--- config.mk ---
export PLATFORM = sky130hd
export DESIGN_NAME = bspd_top
export DESIGN_NICKNAME = d
export VERILOG_FILES = /design/src/bspd_pkg.sv /design/src/bspd_chop_ch.sv /design/src/bspd_top.sv
export VERILOG_INCLUDE_DIRS = /design/src
export SDC_FILE = /design/constraint.sdc
export NUM_CORES = 1
export LEC_CHECK = 0
export ABC_AREA = 1
export BUFFER_PORTS_ARGS = -buffer_cell sky130_fd_sc_hd__buf_2
export CAP_MARGIN = 20
export CORE_MARGIN = 10
export CORE_UTILIZATION = 52
export CTS_CLUSTER_DIAMETER = 40
export DETAILED_ROUTE_END_ITERATION = 10
export PLACE_DENSITY = 0.76
export SLEW_MARGIN = 10
export SYNTH_ARGS = -nofsm -noshare
export SYNTH_HDL_FRONTEND = slang
export SYNTH_SLANG_ARGS = --single-unit
--- constraint.sdc ---
create_clock -name sys_clk -period 2.41 [get_ports sys_clk]
set_input_delay 0.241 -clock sys_clk [delete_from_list [all_inputs] [get_ports sys_clk]]
set_output_delay 0.241 -clock sys_clk [all_outputs]
set_load 0.01 [all_outputs]
--- src/bspd_cfg.svh ---
// Constants of the bipolar stepper phase decoder: offsets, fields, resets, timing
// What this block does
// [RULE1] see: level selects decode to 100, 71, 38 percent
// [RULE2] see: both selects low float both outputs
// [RULE3] see: direction high drives plus, low drives minus
// [RULE4] see: sequencer full step cycles four direction states
// [RULE5] see: sequencer half step inserts zero-current states
// [RULE6] see: sequencer quarter step walks sixteen magnitude states
// [RULE7] see: sequencer holds level selects low at power-up
// [RULE8] see: sleep stops oscillator and all output drivers
// [RULE9] see: sleep initialises everything including latched faults; code clears latches and drivers, not CTRL, MASK, STATUS
// [RULE10] see: thermal trip turns off and latches both channels
// [RULE11] see: thermal latch clears only by reboot or sleep
// [RULE12] see: outputs off until both supply monitors good
// [RULE13] see: per-channel overcurrent trip latches that channel off
// [RULE14] see: overcurrent latch clears only by reboot or sleep
// [RULE15] see: chop period comes from external RC oscillator
// [RULE16] see: bridge on each period until sense reached
`ifndef BSPD_CFG_SVH
`define BSPD_CFG_SVH

// ============================================================
// Timing
`define BSPD_CLK_PERIOD_NS 10
`define BSPD_BLANK_NS 250
`define BSPD_BLANK_CYC ((`BSPD_BLANK_NS + `BSPD_CLK_PERIOD_NS - 1) / `BSPD_CLK_PERIOD_NS)

// ============================================================
// Register byte offsets
`define BSPD_REG_CTRL 4'h0
`define BSPD_REG_STATUS 4'h4
`define BSPD_REG_MASK 4'h8
`define BSPD_REG_STATE 4'hC

// ============================================================
// Event bits of STATUS and MASK
`define BSPD_EV_W 4
`define BSPD_EV_TSD 0
`define BSPD_EV_OCP_A 1
`define BSPD_EV_OCP_B 2
`define BSPD_EV_PWR 3

// ============================================================
// Reset values
`define BSPD_CTRL_RST 8'(`BSPD_BLANK_CYC)
`define BSPD_MASK_RST 4'h0

`endif

--- src/bspd_pkg.sv ---
// Types shared by the bipolar stepper phase decoder
package bspd_pkg;

    // Coil-current magnitude, code equals the two level-select bits
    typedef enum logic [1:0] {
        MAG_0 = 2'h0,
        MAG_38 = 2'h1,
        MAG_71 = 2'h2,
        MAG_100 = 2'h3
    } bspd_mag_t;

    // Chopper states, one-hot
    typedef enum logic [3:0] {
        CH_IDLE = 4'h1,
        CH_BLANK = 4'h2,
        CH_DRIVE = 4'h4,
        CH_DECAY = 4'h8
    } bspd_chop_state_t;

endpackage

--- src/bspd_chop_ch.sv ---
// Constant-current chopper of one bridge channel
`timescale 1ns/100ps
`default_nettype none
module bspd_chop_ch (
    input wire logic sys_clk,
    input wire logic rst_b,
    input wire logic clk_en,
    input wire logic chan_en,
    input wire logic period_start,
    input wire logic sense,
    input wire logic [7:0] blank_cyc,
    output logic bridge_on
);

    bspd_pkg::bspd_chop_state_t state_r;
    bspd_pkg::bspd_chop_state_t state_nxt;
    logic [7:0] cnt_r;
    logic [7:0] cnt_nxt;

    // ============================================================
    // Next state: blank the sense after turn-on, since switching spikes fake a trip
    always_comb
    begin
        state_nxt = state_r;
        cnt_nxt = cnt_r;
        case (state_r)
            bspd_pkg::CH_IDLE:
            begin
                if (period_start) // see [RULE15]
                begin
                    state_nxt = bspd_pkg::CH_BLANK;
                    cnt_nxt = 8'h00;
                end
            end
            bspd_pkg::CH_BLANK:
            begin
                if (period_start)
                    cnt_nxt = 8'h00;
                else if (cnt_r >= blank_cyc)
                    state_nxt = bspd_pkg::CH_DRIVE;
                else
                    cnt_nxt = cnt_r + 8'h01;
            end
            bspd_pkg::CH_DRIVE:
            begin
                if (period_start)
                begin
                    state_nxt = bspd_pkg::CH_BLANK;
                    cnt_nxt = 8'h00;
                end
                else if (sense)
                    state_nxt = bspd_pkg::CH_DECAY; // see [RULE16]
            end
            bspd_pkg::CH_DECAY:
            begin
                if (period_start) // see [RULE16]
                begin
                    state_nxt = bspd_pkg::CH_BLANK;
                    cnt_nxt = 8'h00;
                end
            end
            default:
            begin
                state_nxt = bspd_pkg::CH_IDLE;
                cnt_nxt = 8'h00;
            end
        endcase
        if (!chan_en)
            state_nxt = bspd_pkg::CH_IDLE;
    end

    // State registers
    always_ff @(posedge sys_clk or negedge rst_b)
    begin
        if (!rst_b)
        begin
            state_r <= bspd_pkg::CH_IDLE;
            cnt_r <= 8'h00;
        end
        else if (clk_en)
        begin
            state_r <= state_nxt;
            cnt_r <= cnt_nxt;
        end
    end

    assign bridge_on = (state_r == bspd_pkg::CH_BLANK) || (state_r == bspd_pkg::CH_DRIVE);
endmodule
`default_nettype wire

--- src/bspd_top.sv ---
// Phase decoder, fault latches, chopping control and Avalon-MM registers
//
// Decided for this implementation: the placing of the registers and register access over Avalon-MM.
`timescale 1ns/100ps
`default_nettype none
`include "bspd_cfg.svh"
module bspd_top (
    input wire logic sys_clk,
    input wire logic rst_b,
    input wire logic clk_en,
    input wire logic lvl_sel_a_hi,
    input wire logic lvl_sel_a_lo,
    input wire logic lvl_sel_b_hi,
    input wire logic lvl_sel_b_lo,
    input wire logic dir_a,
    input wire logic dir_b,
    input wire logic awake,
    input wire logic thermal_trip,
    input wire logic overcurrent_trip_a,
    input wire logic overcurrent_trip_b,
    input wire logic motor_supply_ok,
    input wire logic vcc_ok,
    input wire logic chop_osc_set,
    input wire logic sense_ch_a,
    input wire logic sense_ch_b,
    output logic out_a_pos_o,
    output logic out_a_pos_oe,
    output logic out_a_neg_o,
    output logic out_a_neg_oe,
    output logic out_b_pos_o,
    output logic out_b_pos_oe,
    output logic out_b_neg_o,
    output logic out_b_neg_oe,
    output logic [1:0] mag_a,
    output logic [1:0] mag_b,
    output logic osc_run,
    output logic low_power,
    output logic irq,
    input wire logic [3:0] avs_address,
    input wire logic avs_read,
    input wire logic avs_write,
    input wire logic [31:0] avs_writedata,
    input wire logic [3:0] avs_byteenable,
    output logic [31:0] avs_readdata,
    output logic avs_waitrequest
);

    // Positions in the synchroniser vector
    localparam int I_AHI = 0;
    localparam int I_ALO = 1;
    localparam int I_BHI = 2;
    localparam int I_BLO = 3;
    localparam int I_DIRA = 4;
    localparam int I_DIRB = 5;
    localparam int I_AWAKE = 6;
    localparam int I_TSD = 7;
    localparam int I_OCA = 8;
    localparam int I_OCB = 9;
    localparam int I_VM = 10;
    localparam int I_VCC = 11;
    localparam int I_OSC = 12;
    localparam int I_SNA = 13;
    localparam int I_SNB = 14;
    localparam int NPIN = 15;

    // Level selects map straight onto the magnitude code
    function automatic bspd_pkg::bspd_mag_t bspd_mag_decode(input logic hi, input logic lo);
        bspd_mag_decode = bspd_pkg::bspd_mag_t'({hi, lo}); // see [RULE1]
    endfunction

    // Aligned word hit for the register decode
    function automatic logic bspd_word_hit(input logic [3:0] addr, input logic [3:0] offs);
        bspd_word_hit = (addr == offs);
    endfunction

    // ============================================================
    // Pin synchronisers
    logic [NPIN-1:0] pin_raw;
    logic [NPIN-1:0] sync1_r;
    logic [NPIN-1:0] sync2_r;

    assign pin_raw = {sense_ch_b, sense_ch_a, chop_osc_set, vcc_ok, motor_supply_ok,
                      overcurrent_trip_b, overcurrent_trip_a, thermal_trip, awake,
                      dir_b, dir_a, lvl_sel_b_lo, lvl_sel_b_hi, lvl_sel_a_lo, lvl_sel_a_hi};

    // Every pin is asynchronous to sys_clk, two stages each
    always_ff @(posedge sys_clk or negedge rst_b)
    begin
        if (!rst_b)
        begin
            sync1_r <= '0;
            sync2_r <= '0;
        end
        else if (clk_en)
        begin
            sync1_r <= pin_raw;
            sync2_r <= sync1_r;
        end
    end

    logic [1:0] hi_s;
    logic [1:0] lo_s;
    logic [1:0] dir_s;
    logic [1:0] ocp_s;
    logic [1:0] sense_s;
    logic awake_s;
    logic thermal_s;
    logic pwr_ok_s;
    logic osc_s;

    assign hi_s = {sync2_r[I_BHI], sync2_r[I_AHI]};
    assign lo_s = {sync2_r[I_BLO], sync2_r[I_ALO]};
    assign dir_s = {sync2_r[I_DIRB], sync2_r[I_DIRA]};
    assign ocp_s = {sync2_r[I_OCB], sync2_r[I_OCA]};
    assign sense_s = {sync2_r[I_SNB], sync2_r[I_SNA]};
    assign awake_s = sync2_r[I_AWAKE];
    assign thermal_s = sync2_r[I_TSD];
    assign pwr_ok_s = sync2_r[I_VM] & sync2_r[I_VCC];
    assign osc_s = sync2_r[I_OSC];

    // ============================================================
    // Core state: fault latches, decode and bridge drive
    logic tsd_r;
    logic tsd_nxt;
    logic [1:0] ocp_r;
    logic [1:0] ocp_nxt;
    logic pwr_d_r;
    logic osc_d_r;
    logic osc_run_r;
    logic osc_run_nxt;
    bspd_pkg::bspd_mag_t mag_r [2];
    bspd_pkg::bspd_mag_t mag_nxt [2];
    logic [1:0] oe_r;
    logic [1:0] oe_nxt;
    logic [1:0] pos_r;
    logic [1:0] pos_nxt;
    logic [1:0] neg_r;
    logic [1:0] neg_nxt;
    logic [1:0] chan_en;
    logic [1:0] bridge_on;
    logic period_start;
    logic [7:0] blank_r;

    // Sleep resets the latches each cycle it is low, so leaving them needs high-low-high
    always_comb
    begin
        tsd_nxt = awake_s & (tsd_r | thermal_s); // see [RULE9] see [RULE10] see [RULE11]
        osc_run_nxt = awake_s; // see [RULE8]
        for (int c = 0; c < 2; c++)
        begin
            mag_nxt[c] = bspd_mag_decode(hi_s[c], lo_s[c]); // see [RULE1]
            ocp_nxt[c] = awake_s & (ocp_r[c] | ocp_s[c]); // see [RULE13] see [RULE14]
            // Zero magnitude floats the bridge whatever the direction says
            chan_en[c] = awake_s & pwr_ok_s & ~tsd_r & ~ocp_r[c] // see [RULE8] see [RULE12]
                         & (mag_nxt[c] != bspd_pkg::MAG_0); // see [RULE2]
            oe_nxt[c] = chan_en[c] & bridge_on[c]; // see [RULE16]
            pos_nxt[c] = oe_nxt[c] & dir_s[c]; // see [RULE3]
            neg_nxt[c] = oe_nxt[c] & ~dir_s[c]; // see [RULE3]
        end
    end

    // Oscillator edge starts a chop period, only while awake
    assign period_start = awake_s & osc_s & ~osc_d_r; // see [RULE8] see [RULE15]

    always_ff @(posedge sys_clk or negedge rst_b)
    begin
        if (!rst_b)
        begin
            tsd_r <= 1'b0;
            ocp_r <= 2'h0;
            pwr_d_r <= 1'b0;
            osc_d_r <= 1'b0;
            osc_run_r <= 1'b0;
            mag_r[0] <= bspd_pkg::MAG_0;
            mag_r[1] <= bspd_pkg::MAG_0;
            oe_r <= 2'h0;
            pos_r <= 2'h0;
            neg_r <= 2'h0;
        end
        else if (clk_en)
        begin
            tsd_r <= tsd_nxt;
            ocp_r <= ocp_nxt;
            pwr_d_r <= pwr_ok_s;
            osc_d_r <= osc_s;
            osc_run_r <= osc_run_nxt;
            mag_r[0] <= mag_nxt[0];
            mag_r[1] <= mag_nxt[1];
            oe_r <= oe_nxt;
            pos_r <= pos_nxt;
            neg_r <= neg_nxt;
        end
    end

    // One chopper per channel
    genvar g;
    generate
        for (g = 0; g < 2; g++)
        begin : g_chop
            bspd_chop_ch u_chop (
                .sys_clk(sys_clk),
                .rst_b(rst_b),
                .clk_en(clk_en),
                .chan_en(chan_en[g]),
                .period_start(period_start),
                .sense(sense_s[g]),
                .blank_cyc(blank_r),
                .bridge_on(bridge_on[g])
            );
        end
    endgenerate

    assign out_a_pos_o = pos_r[0];
    assign out_a_neg_o = neg_r[0];
    assign out_a_pos_oe = oe_r[0];
    assign out_a_neg_oe = oe_r[0];
    assign out_b_pos_o = pos_r[1];
    assign out_b_neg_o = neg_r[1];
    assign out_b_pos_oe = oe_r[1];
    assign out_b_neg_oe = oe_r[1];
    assign mag_a = mag_r[0];
    assign mag_b = mag_r[1];
    assign osc_run = osc_run_r;
    assign low_power = ~osc_run_r;

    // ============================================================
    // Avalon-MM slave, events and interrupt
    logic ack_r;
    logic ack_nxt;
    logic [31:0] rdata_r;
    logic [31:0] rdata_nxt;
    logic [31:0] rmux;
    logic [7:0] blank_nxt;
    logic [`BSPD_EV_W-1:0] mask_r;
    logic [`BSPD_EV_W-1:0] mask_nxt;
    logic [`BSPD_EV_W-1:0] status_r;
    logic [`BSPD_EV_W-1:0] status_nxt;
    logic [`BSPD_EV_W-1:0] ev;
    logic [`BSPD_EV_W-1:0] clr;
    logic irq_r;
    logic irq_nxt;
    logic wr_go;

    // One wait cycle per access; read data are captured while waitrequest is high
    always_comb
    begin
        ack_nxt = (avs_read | avs_write) & ~ack_r;
        rmux = 32'h0;
        if (bspd_word_hit(avs_address, `BSPD_REG_CTRL))
            rmux[7:0] = blank_r;
        if (bspd_word_hit(avs_address, `BSPD_REG_STATUS))
            rmux[`BSPD_EV_W-1:0] = status_r;
        if (bspd_word_hit(avs_address, `BSPD_REG_MASK))
            rmux[`BSPD_EV_W-1:0] = mask_r;
        if (bspd_word_hit(avs_address, `BSPD_REG_STATE))
            rmux[12:0] = {oe_r, dir_s[1], mag_r[1], dir_s[0], mag_r[0],
                          awake_s, pwr_ok_s, ocp_r, tsd_r};
        rdata_nxt = (avs_read & ~ack_r) ? rmux : rdata_r;
        wr_go = avs_write & ack_r & avs_byteenable[0];
        blank_nxt = blank_r;
        mask_nxt = mask_r;
        if (wr_go && bspd_word_hit(avs_address, `BSPD_REG_CTRL))
            blank_nxt = avs_writedata[7:0];
        if (wr_go && bspd_word_hit(avs_address, `BSPD_REG_MASK))
            mask_nxt = avs_writedata[`BSPD_EV_W-1:0];
        ev = '0;
        ev[`BSPD_EV_TSD] = tsd_nxt & ~tsd_r;
        ev[`BSPD_EV_OCP_A] = ocp_nxt[0] & ~ocp_r[0];
        ev[`BSPD_EV_OCP_B] = ocp_nxt[1] & ~ocp_r[1];
        ev[`BSPD_EV_PWR] = pwr_ok_s & ~pwr_d_r;
        // Clear only what the read reported, so a later event is never lost
        clr = (avs_read && ack_r && bspd_word_hit(avs_address, `BSPD_REG_STATUS))
              ? rdata_r[`BSPD_EV_W-1:0] : '0;
        status_nxt = (status_r & ~clr) | ev;
        irq_nxt = |(status_nxt & mask_nxt);
    end

    always_ff @(posedge sys_clk or negedge rst_b)
    begin
        if (!rst_b)
        begin
            ack_r <= 1'b0;
            rdata_r <= 32'h0;
            blank_r <= `BSPD_CTRL_RST;
            mask_r <= `BSPD_MASK_RST;
            status_r <= '0;
            irq_r <= 1'b0;
        end
        else if (clk_en)
        begin
            ack_r <= ack_nxt;
            rdata_r <= rdata_nxt;
            blank_r <= blank_nxt;
            mask_r <= mask_nxt;
            status_r <= status_nxt;
            irq_r <= irq_nxt;
        end
    end

    assign avs_waitrequest = (avs_read | avs_write) & ~ack_r;
    assign avs_readdata = rdata_r;
    assign irq = irq_r;
endmodule
`default_nettype wire

After elaboration in Yosys (flattened, before gate mapping)
Cells that the tools add are included.
{"block": "word_totals", "latchBits": 0, "mem_bits_rw": 0, "out_inout_bits": 48, "mem_count": 0, "register_bits": 101, "word_cells": 138, "romBits": 0}
{"block": "classes", "shift": 0, "reduce_logical": 20, "magnitude_cmp": 2, "div": 0, "bitwise_logic": 43, "add_sub_neg": 2, "mux": 26, "n_eq_ne": 23, "multipliers": 0}
{"op": "two-way mux 4 bit", "n": 15}
{"op": "two-way mux 8 bit", "n": 6}
{"op": "one-hot mux 8 bit (2 select lines)", "n": 2}
{"op": "bitwise AND 1 bit", "n": 26}
{"op": "one-hot mux 4 bit (3 select lines)", "n": 2}
{"op": "inequality test 3 bit (second input constant)", "n": 7}
{"op": "adder 8 x 1 -> 8 bit (second input constant)", "n": 2}
{"op": "equality test 4 bit (second input constant)", "n": 4}
{"op": "greater-or-equal comparator 8 bit", "n": 2}
{"op": "two-way mux 13 bit", "n": 1}
{"op": "equality test 4 x 3 -> 1 bit (second input constant)", "n": 3}
{"op": "AND reduction 5 bit", "n": 2}
{"op": "inverter 1 bit", "n": 9}
{"op": "bitwise AND 4 bit", "n": 2}
{"op": "equality test 4 x 1 -> 1 bit (second input constant)", "n": 2}
{"op": "equality test 4 x 2 -> 1 bit (second input constant)", "n": 2}
{"op": "inequality test 4 bit (second input constant)", "n": 2}
{"op": "AND reduction 3 bit", "n": 2}
{"op": "OR reduction 3 bit", "n": 2}
{"op": "logical AND 1 bit", "n": 4}
{"op": "zero test 4 bit", "n": 1}
{"op": "inequality test 2 x 1 -> 1 bit (second input constant)", "n": 2}
{"op": "inverter 4 bit", "n": 1}
{"op": "OR 1 bit", "n": 4}
{"op": "other kinds (7)", "n": 11}

Longest topological paths before layout
{"block": "logic_depth", "word_depth": 8, "mapped_depth": 14, "ltp_nobuf": 14}

Modules after synthesis
From an unflattened synthesis, not the netlist that was laid out.
{"block": "unflattened", "cells_unflattened": 670, "hier_area_um2": 5585.4}
{"mod": "bspd_top", "cells_per_inst": 406, "n_inst": 1, "area_each_um2": 3520.9}
{"mod": "bspd_chop_ch", "cells_per_inst": 132, "n_inst": 2, "area_each_um2": 1032.2}

Least setup slack after synthesis
Ideal clock, no wire load.
{"block": "synth_timing", "kind": "flip-flop to flip-flop", "from": "register blank_r[3]", "to": "register g_chop[0].u_chop.cnt_r[3]", "stages_incl_launch_ff": 14, "arrival_ns": 1.604, "n_path_buf": 1, "path_slack_ns": 0.688, "required_ns": 2.292, "cell_sequence": "dfstp_2 -> inv_1 -> ha_1 -> nand2_1 -> nor2_1 -> nor2_1 -> nand2_1 -> nand2_1 -> nand2_1 -> nand2_1 -> nand2_2 -> buf_6 -> nand2_1 -> o21ai_2"}
{"block": "synth_via", "elab_chain_len": 3}
{"element": "from (decl)", "line": "bspd_top.sv:142", "text": "logic [7:0] blank_r;"}
{"element": "from (signal assigned)", "line": "bspd_top.sv:284", "text": "blank_r <= `BSPD_CTRL_RST;"}
{"element": "from (signal assigned)", "line": "bspd_top.sv:293", "text": "blank_r <= blank_nxt;"}
{"element": "greater-or-equal comparator 8 bit", "line": "bspd_chop_ch.sv:39", "text": "else if (cnt_r >= blank_cyc)"}
{"element": "inequality test 3 x 2 -> 1 bit (no source line)"}
{"element": "AND reduction 3 bit (no source line)"}
{"element": "to (signal assigned)", "line": "bspd_chop_ch.sv:83", "text": "cnt_r <= cnt_nxt;"}
{"element": "to (decl)", "line": "bspd_chop_ch.sv:17", "text": "logic [7:0] cnt_r;"}
Every way passes these cells.
A chain may end at the register's enable or synchronous reset.

Worst setup path in the final report
{"block": "layout_timing", "from": "register blank_r[3]", "to": "register g_chop[0].u_chop.cnt_r[6]"}
Same word-level chain as after synthesis.

==> results.txt <==
The flow ran to the end, and the final reports show no timing, DRC or antenna violations. The max-slew violation total from the final report is 0. The number of antenna violations at the first check in global routing came to 0. The critical path goes through inv_1 > ha_1 > nand2_1 > nor2_1 > nor2_1 > nand2_1 > nand2_1 > nand2_1 > nand2_1 > nand2_2 > inv_1 > nand2_1 > o21ai_0. Synthesis inferred 101 register bits. The number of buffers and inverters on the critical path is 2. Among cell families on the critical path, the largest total delay comes from simple AND/OR/NAND/NOR gates. At the pin with the least slew margin, the transition time is 0.615 ns. The worst path arrival time is 2.37 ns. Setup repair after global routing left no endpoint under its margin.

Subtracting the final worst setup slack from the clock period gives 2.10 ns. Clock-pin slew was measured on the worst setup and hold paths at 0.10 ns. The final weighted congestion of routability-driven global placement is 0.896. The top cell types in the final layout, fill and taps aside, are 207 x sky130_fd_sc_hd__nand2_1, 96 x sky130_fd_sc_hd__dfrtp_1, 77 x sky130_fd_sc_hd__inv_1.

The via count normalized by instance count is 5.12. The number of placement rows is 37. Based on the critical path, the design can be clocked at up to 476 MHz. The classification of the worst setup path is reg -> reg. The fraction of the yosys area taken by sequential cells came out at 47.2%. The relative max-transition margin is 59.0%.

The number of cells in the finished layout apart from fillers came out at 876. In this run the worst hold path is classified as in -> reg. The portion of the clock cycle consumed by the worst path in the final layout is 87.1%.

The buffer levels on the longest clock path came out at 2. The final-layout worst hold slack came out at 0.0528 ns. Leaving out fill and tap cells, the most frequent cell in the layout is sky130_fd_sc_hd__nand2_1.

The remaining antenna violation count after routing came out at 0. The clock latency reported for the late side of the worst-skew pair came out at 0.38 ns. The clock skew came out at 0.00831 ns. The most critical setup path has its startpoint at blank_r[3]$_DFFE_PN1P_. The unique cell type count in the Yosys netlist came out at 41. The die outline area is 0.0148 mm^2. The length of the first detailed-routing pass in iterations is 5. The overall die height is 122 um.

Among the stages of the critical path, the cell type that occurs most often is sky130_fd_sc_hd__nand2_1. The number of clock buffers added by TritonCTS is 9. The setup TNS is 0 ns. The worst register-to-register path begins at blank_r[3]$_DFFE_PN1P_. The placeable core region is 0.0102 mm^2. The detailed placement HPWL came out at 9350 um. The starting density of the core came out at 52.7%. On the worst path, the slowest cell contributes a delay of 0.54 ns. The share of layout cells above drive strength 1 is 17.2%. The endpoint kind of the worst setup timing path is a register. In the final routing, the length of wire on met1 measures 5470 um. The count of routing violations after the opening detailed-route iteration came out at 368.

The required time at the endpoint of the critical path came out at 2.68 ns. The average size of a mapped cell is 7.94 um^2. The total via count after detailed routing came out at 4,488. The leftover overflow at the end of global routing came out at 0. The number of top-level design ports is 108.

The power per standard cell area is 611 mW/mm^2. The largest net degree at the start of global routing came out at 48. The final number of setup-violating endpoints is 0. The number of flops mapped to enable cells by yosys came out at 0. The DRC violation count after routing came out at 0.

Counting every sink on the clock net gives 101. The count of placed standard cells including taps is 859. The netlist area before placement came out at 0.00536 mm^2.

0 antenna diodes ended up in the layout. The startpoint class of the critical path is a register. From synthesis to final layout, the design area changed by 11.1%.

The post-cts resize count came out at 0. The final-report hold violation count is 0. The met2 wire length is 5800 um. The count of maximum capacitance violations came out at 0.

Measured on the finished design, the core utilization comes to 58.5%. TritonCTS built the clock tree. The H-tree depth is 3. The uppermost layer routed is met4. The final wirelength came out at 12,300 um. For this design, the slowest cell found on the critical path is sky130_fd_sc_hd__dfstp_2. Summed over all cells, the static leakage comes to 3.11 nW. Once the clock tree was built, the setup fixing pass inserted 0 buffers.

The global-route wire length before repair is 20,600 um. Across every metal layer, demand over resource in global routing totals 17.0%. The async set-reset flop share out of synthesis is 100%. Dividing the detail-routed wire length by the instance count gives 14.1 um.

The count of buffers added on input and output ports is 61. The Yosys step of the flow raised 0 warnings. The tree is rooted in a sky130_fd_sc_hd__clkbuf_8. The cell count after synthesis came out at 675. The startpoint of the most critical hold path is lvl_sel_b_hi. In this run the horizontal extent of the chip is 122 um. The maximum fanout count along the critical path is 12.

The routed length on met3 came out at 833 um. The most used flip-flop cell after synthesis is sky130_fd_sc_hd__dfrtp_1. In the final design database the tool counted 813 nets.

The number of global-route vias before repair is 4,391. The worst ir drop on vdd is 0.000526 V.
## Yosys cell counts (7+ instances only)
cell type / count / area, um^2
sky130_fd_sc_hd__nand2_1: 207 / 777
sky130_fd_sc_hd__dfrtp_1: 96 / 2400
sky130_fd_sc_hd__inv_1: 77 / 289
sky130_fd_sc_hd__nor2_1: 48 / 180
sky130_fd_sc_hd__o21ai_0: 46 / 230
sky130_fd_sc_hd__nand3_1: 41 / 205
sky130_fd_sc_hd__buf_4: 22 / 165
sky130_fd_sc_hd__ha_1: 18 / 225
sky130_fd_sc_hd__o21ai_2: 13 / 114
sky130_fd_sc_hd__nand2_2: 12 / 75.1
sky130_fd_sc_hd__nand4_1: 12 / 75.1
sky130_fd_sc_hd__a21oi_1: 11 / 55.1
sky130_fd_sc_hd__clkbuf_1: 11 / 41.3
sky130_fd_sc_hd__o22ai_1: 9 / 56.3
sky130_fd_sc_hd__o21a_1: 7 / 52.6
## tightest hold or removal path: cells and delay by family
family / cells / cell delay [ns]
buffers and inverters: 1 / 0.07
and+or+nand+nor: 2 / 0.09
## sequential cells by signal, indices dropped and copies added (netlist names), 2 cells and up
name and count:
g_chop.u_chop.cnt_r 16, sync1_r 15, sync2_r 15, avs_readdata 13, blank_r 8, g_chop.u_chop.state_r 8, mask_r 4, status_r 4
mag_a 2, mag_b 2, neg_r 2, ocp_r 2, oe_r 2, pos_r 2
## metal layers
metal	GRT usage, %	vias to the layer above
li1	-	2242
met5	0	-
met4	5.37	0
met2	27.7	149
met1	21.6	2079
met3	4.67	18
## what timing repair did
| item | 4_1_cts | 5_1_grt |
|---|---|---|
| hold buffers | 1 | 0 |
| endpoints found under the setup margin | 0 | 0 |
| endpoints found under the hold margin | 41 | 0 |
## metrics by stage
step	power [mW]	area [um^2]	setup WS, ns
global placement	2.51	5750	0.395
detailed placement	2.54	5750	0.344
CTS	3.67	5960	0.322
finish	3.64	5960	0.310
global route	3.83	5960	0.137
floorplan	2.33	5430	0.688
## final timing paths
path | to | slack, ns | cells past startpoint
max in group asynchronous | mag_b[1]$_DFFE_PN0P_ | 1.22 | 3
worst min register to register | neg_r[1]$_DFFE_PN0P_ | 0.47 | 1
min in group asynchronous | ack_r$_DFFE_PN0P_ | 0.41 | 2
worst max-delay path | g_chop[0].u_chop.cnt_r[6]$_DFFE_PN0P_ | 0.31 | 13
worst max register to register | g_chop[0].u_chop.cnt_r[6]$_DFFE_PN0P_ | 0.31 | 13
worst min-delay path | sync1_r[2]$_DFFE_PN0P_ | 0.05 | 3
## area by class of cell
cell class,instances,area (um^2)
repair buffers,69,395
clock inverters,6,76.3
multi-input cells,474,2350
fillers,936,4230
flip-flops and latches,101,2530
clock buffers,10,128
inverters,80,304
well taps,136,170
## where the power goes
| group | total (mW) | switching, mW | leakage (nW) | internal, mW |
|---|---|---|---|---|
| Combinational | 0.572 | 0.378 | 1.73 | 0.194 |
| Sequential | 1.94 | 0.0958 | 1.28 | 1.84 |
| Clock | 1.14 | 0.634 | 0.104 | 0.501 |
| Total | 3.64 | 1.11 | 3.11 | 2.54 |
## kinds of logic after synthesis
family / synth area share, %
and+or+nand+nor: 26.4
buffers and inverters: 10.1
DFF: 47.2
AOI/OAI and AO/OA: 11.4
adders and majority gates: 4.20
xor gates and xnor gates: 0.327
other: 0.0699
muxes: 0.210
Power figures use the tool's default switching activity.
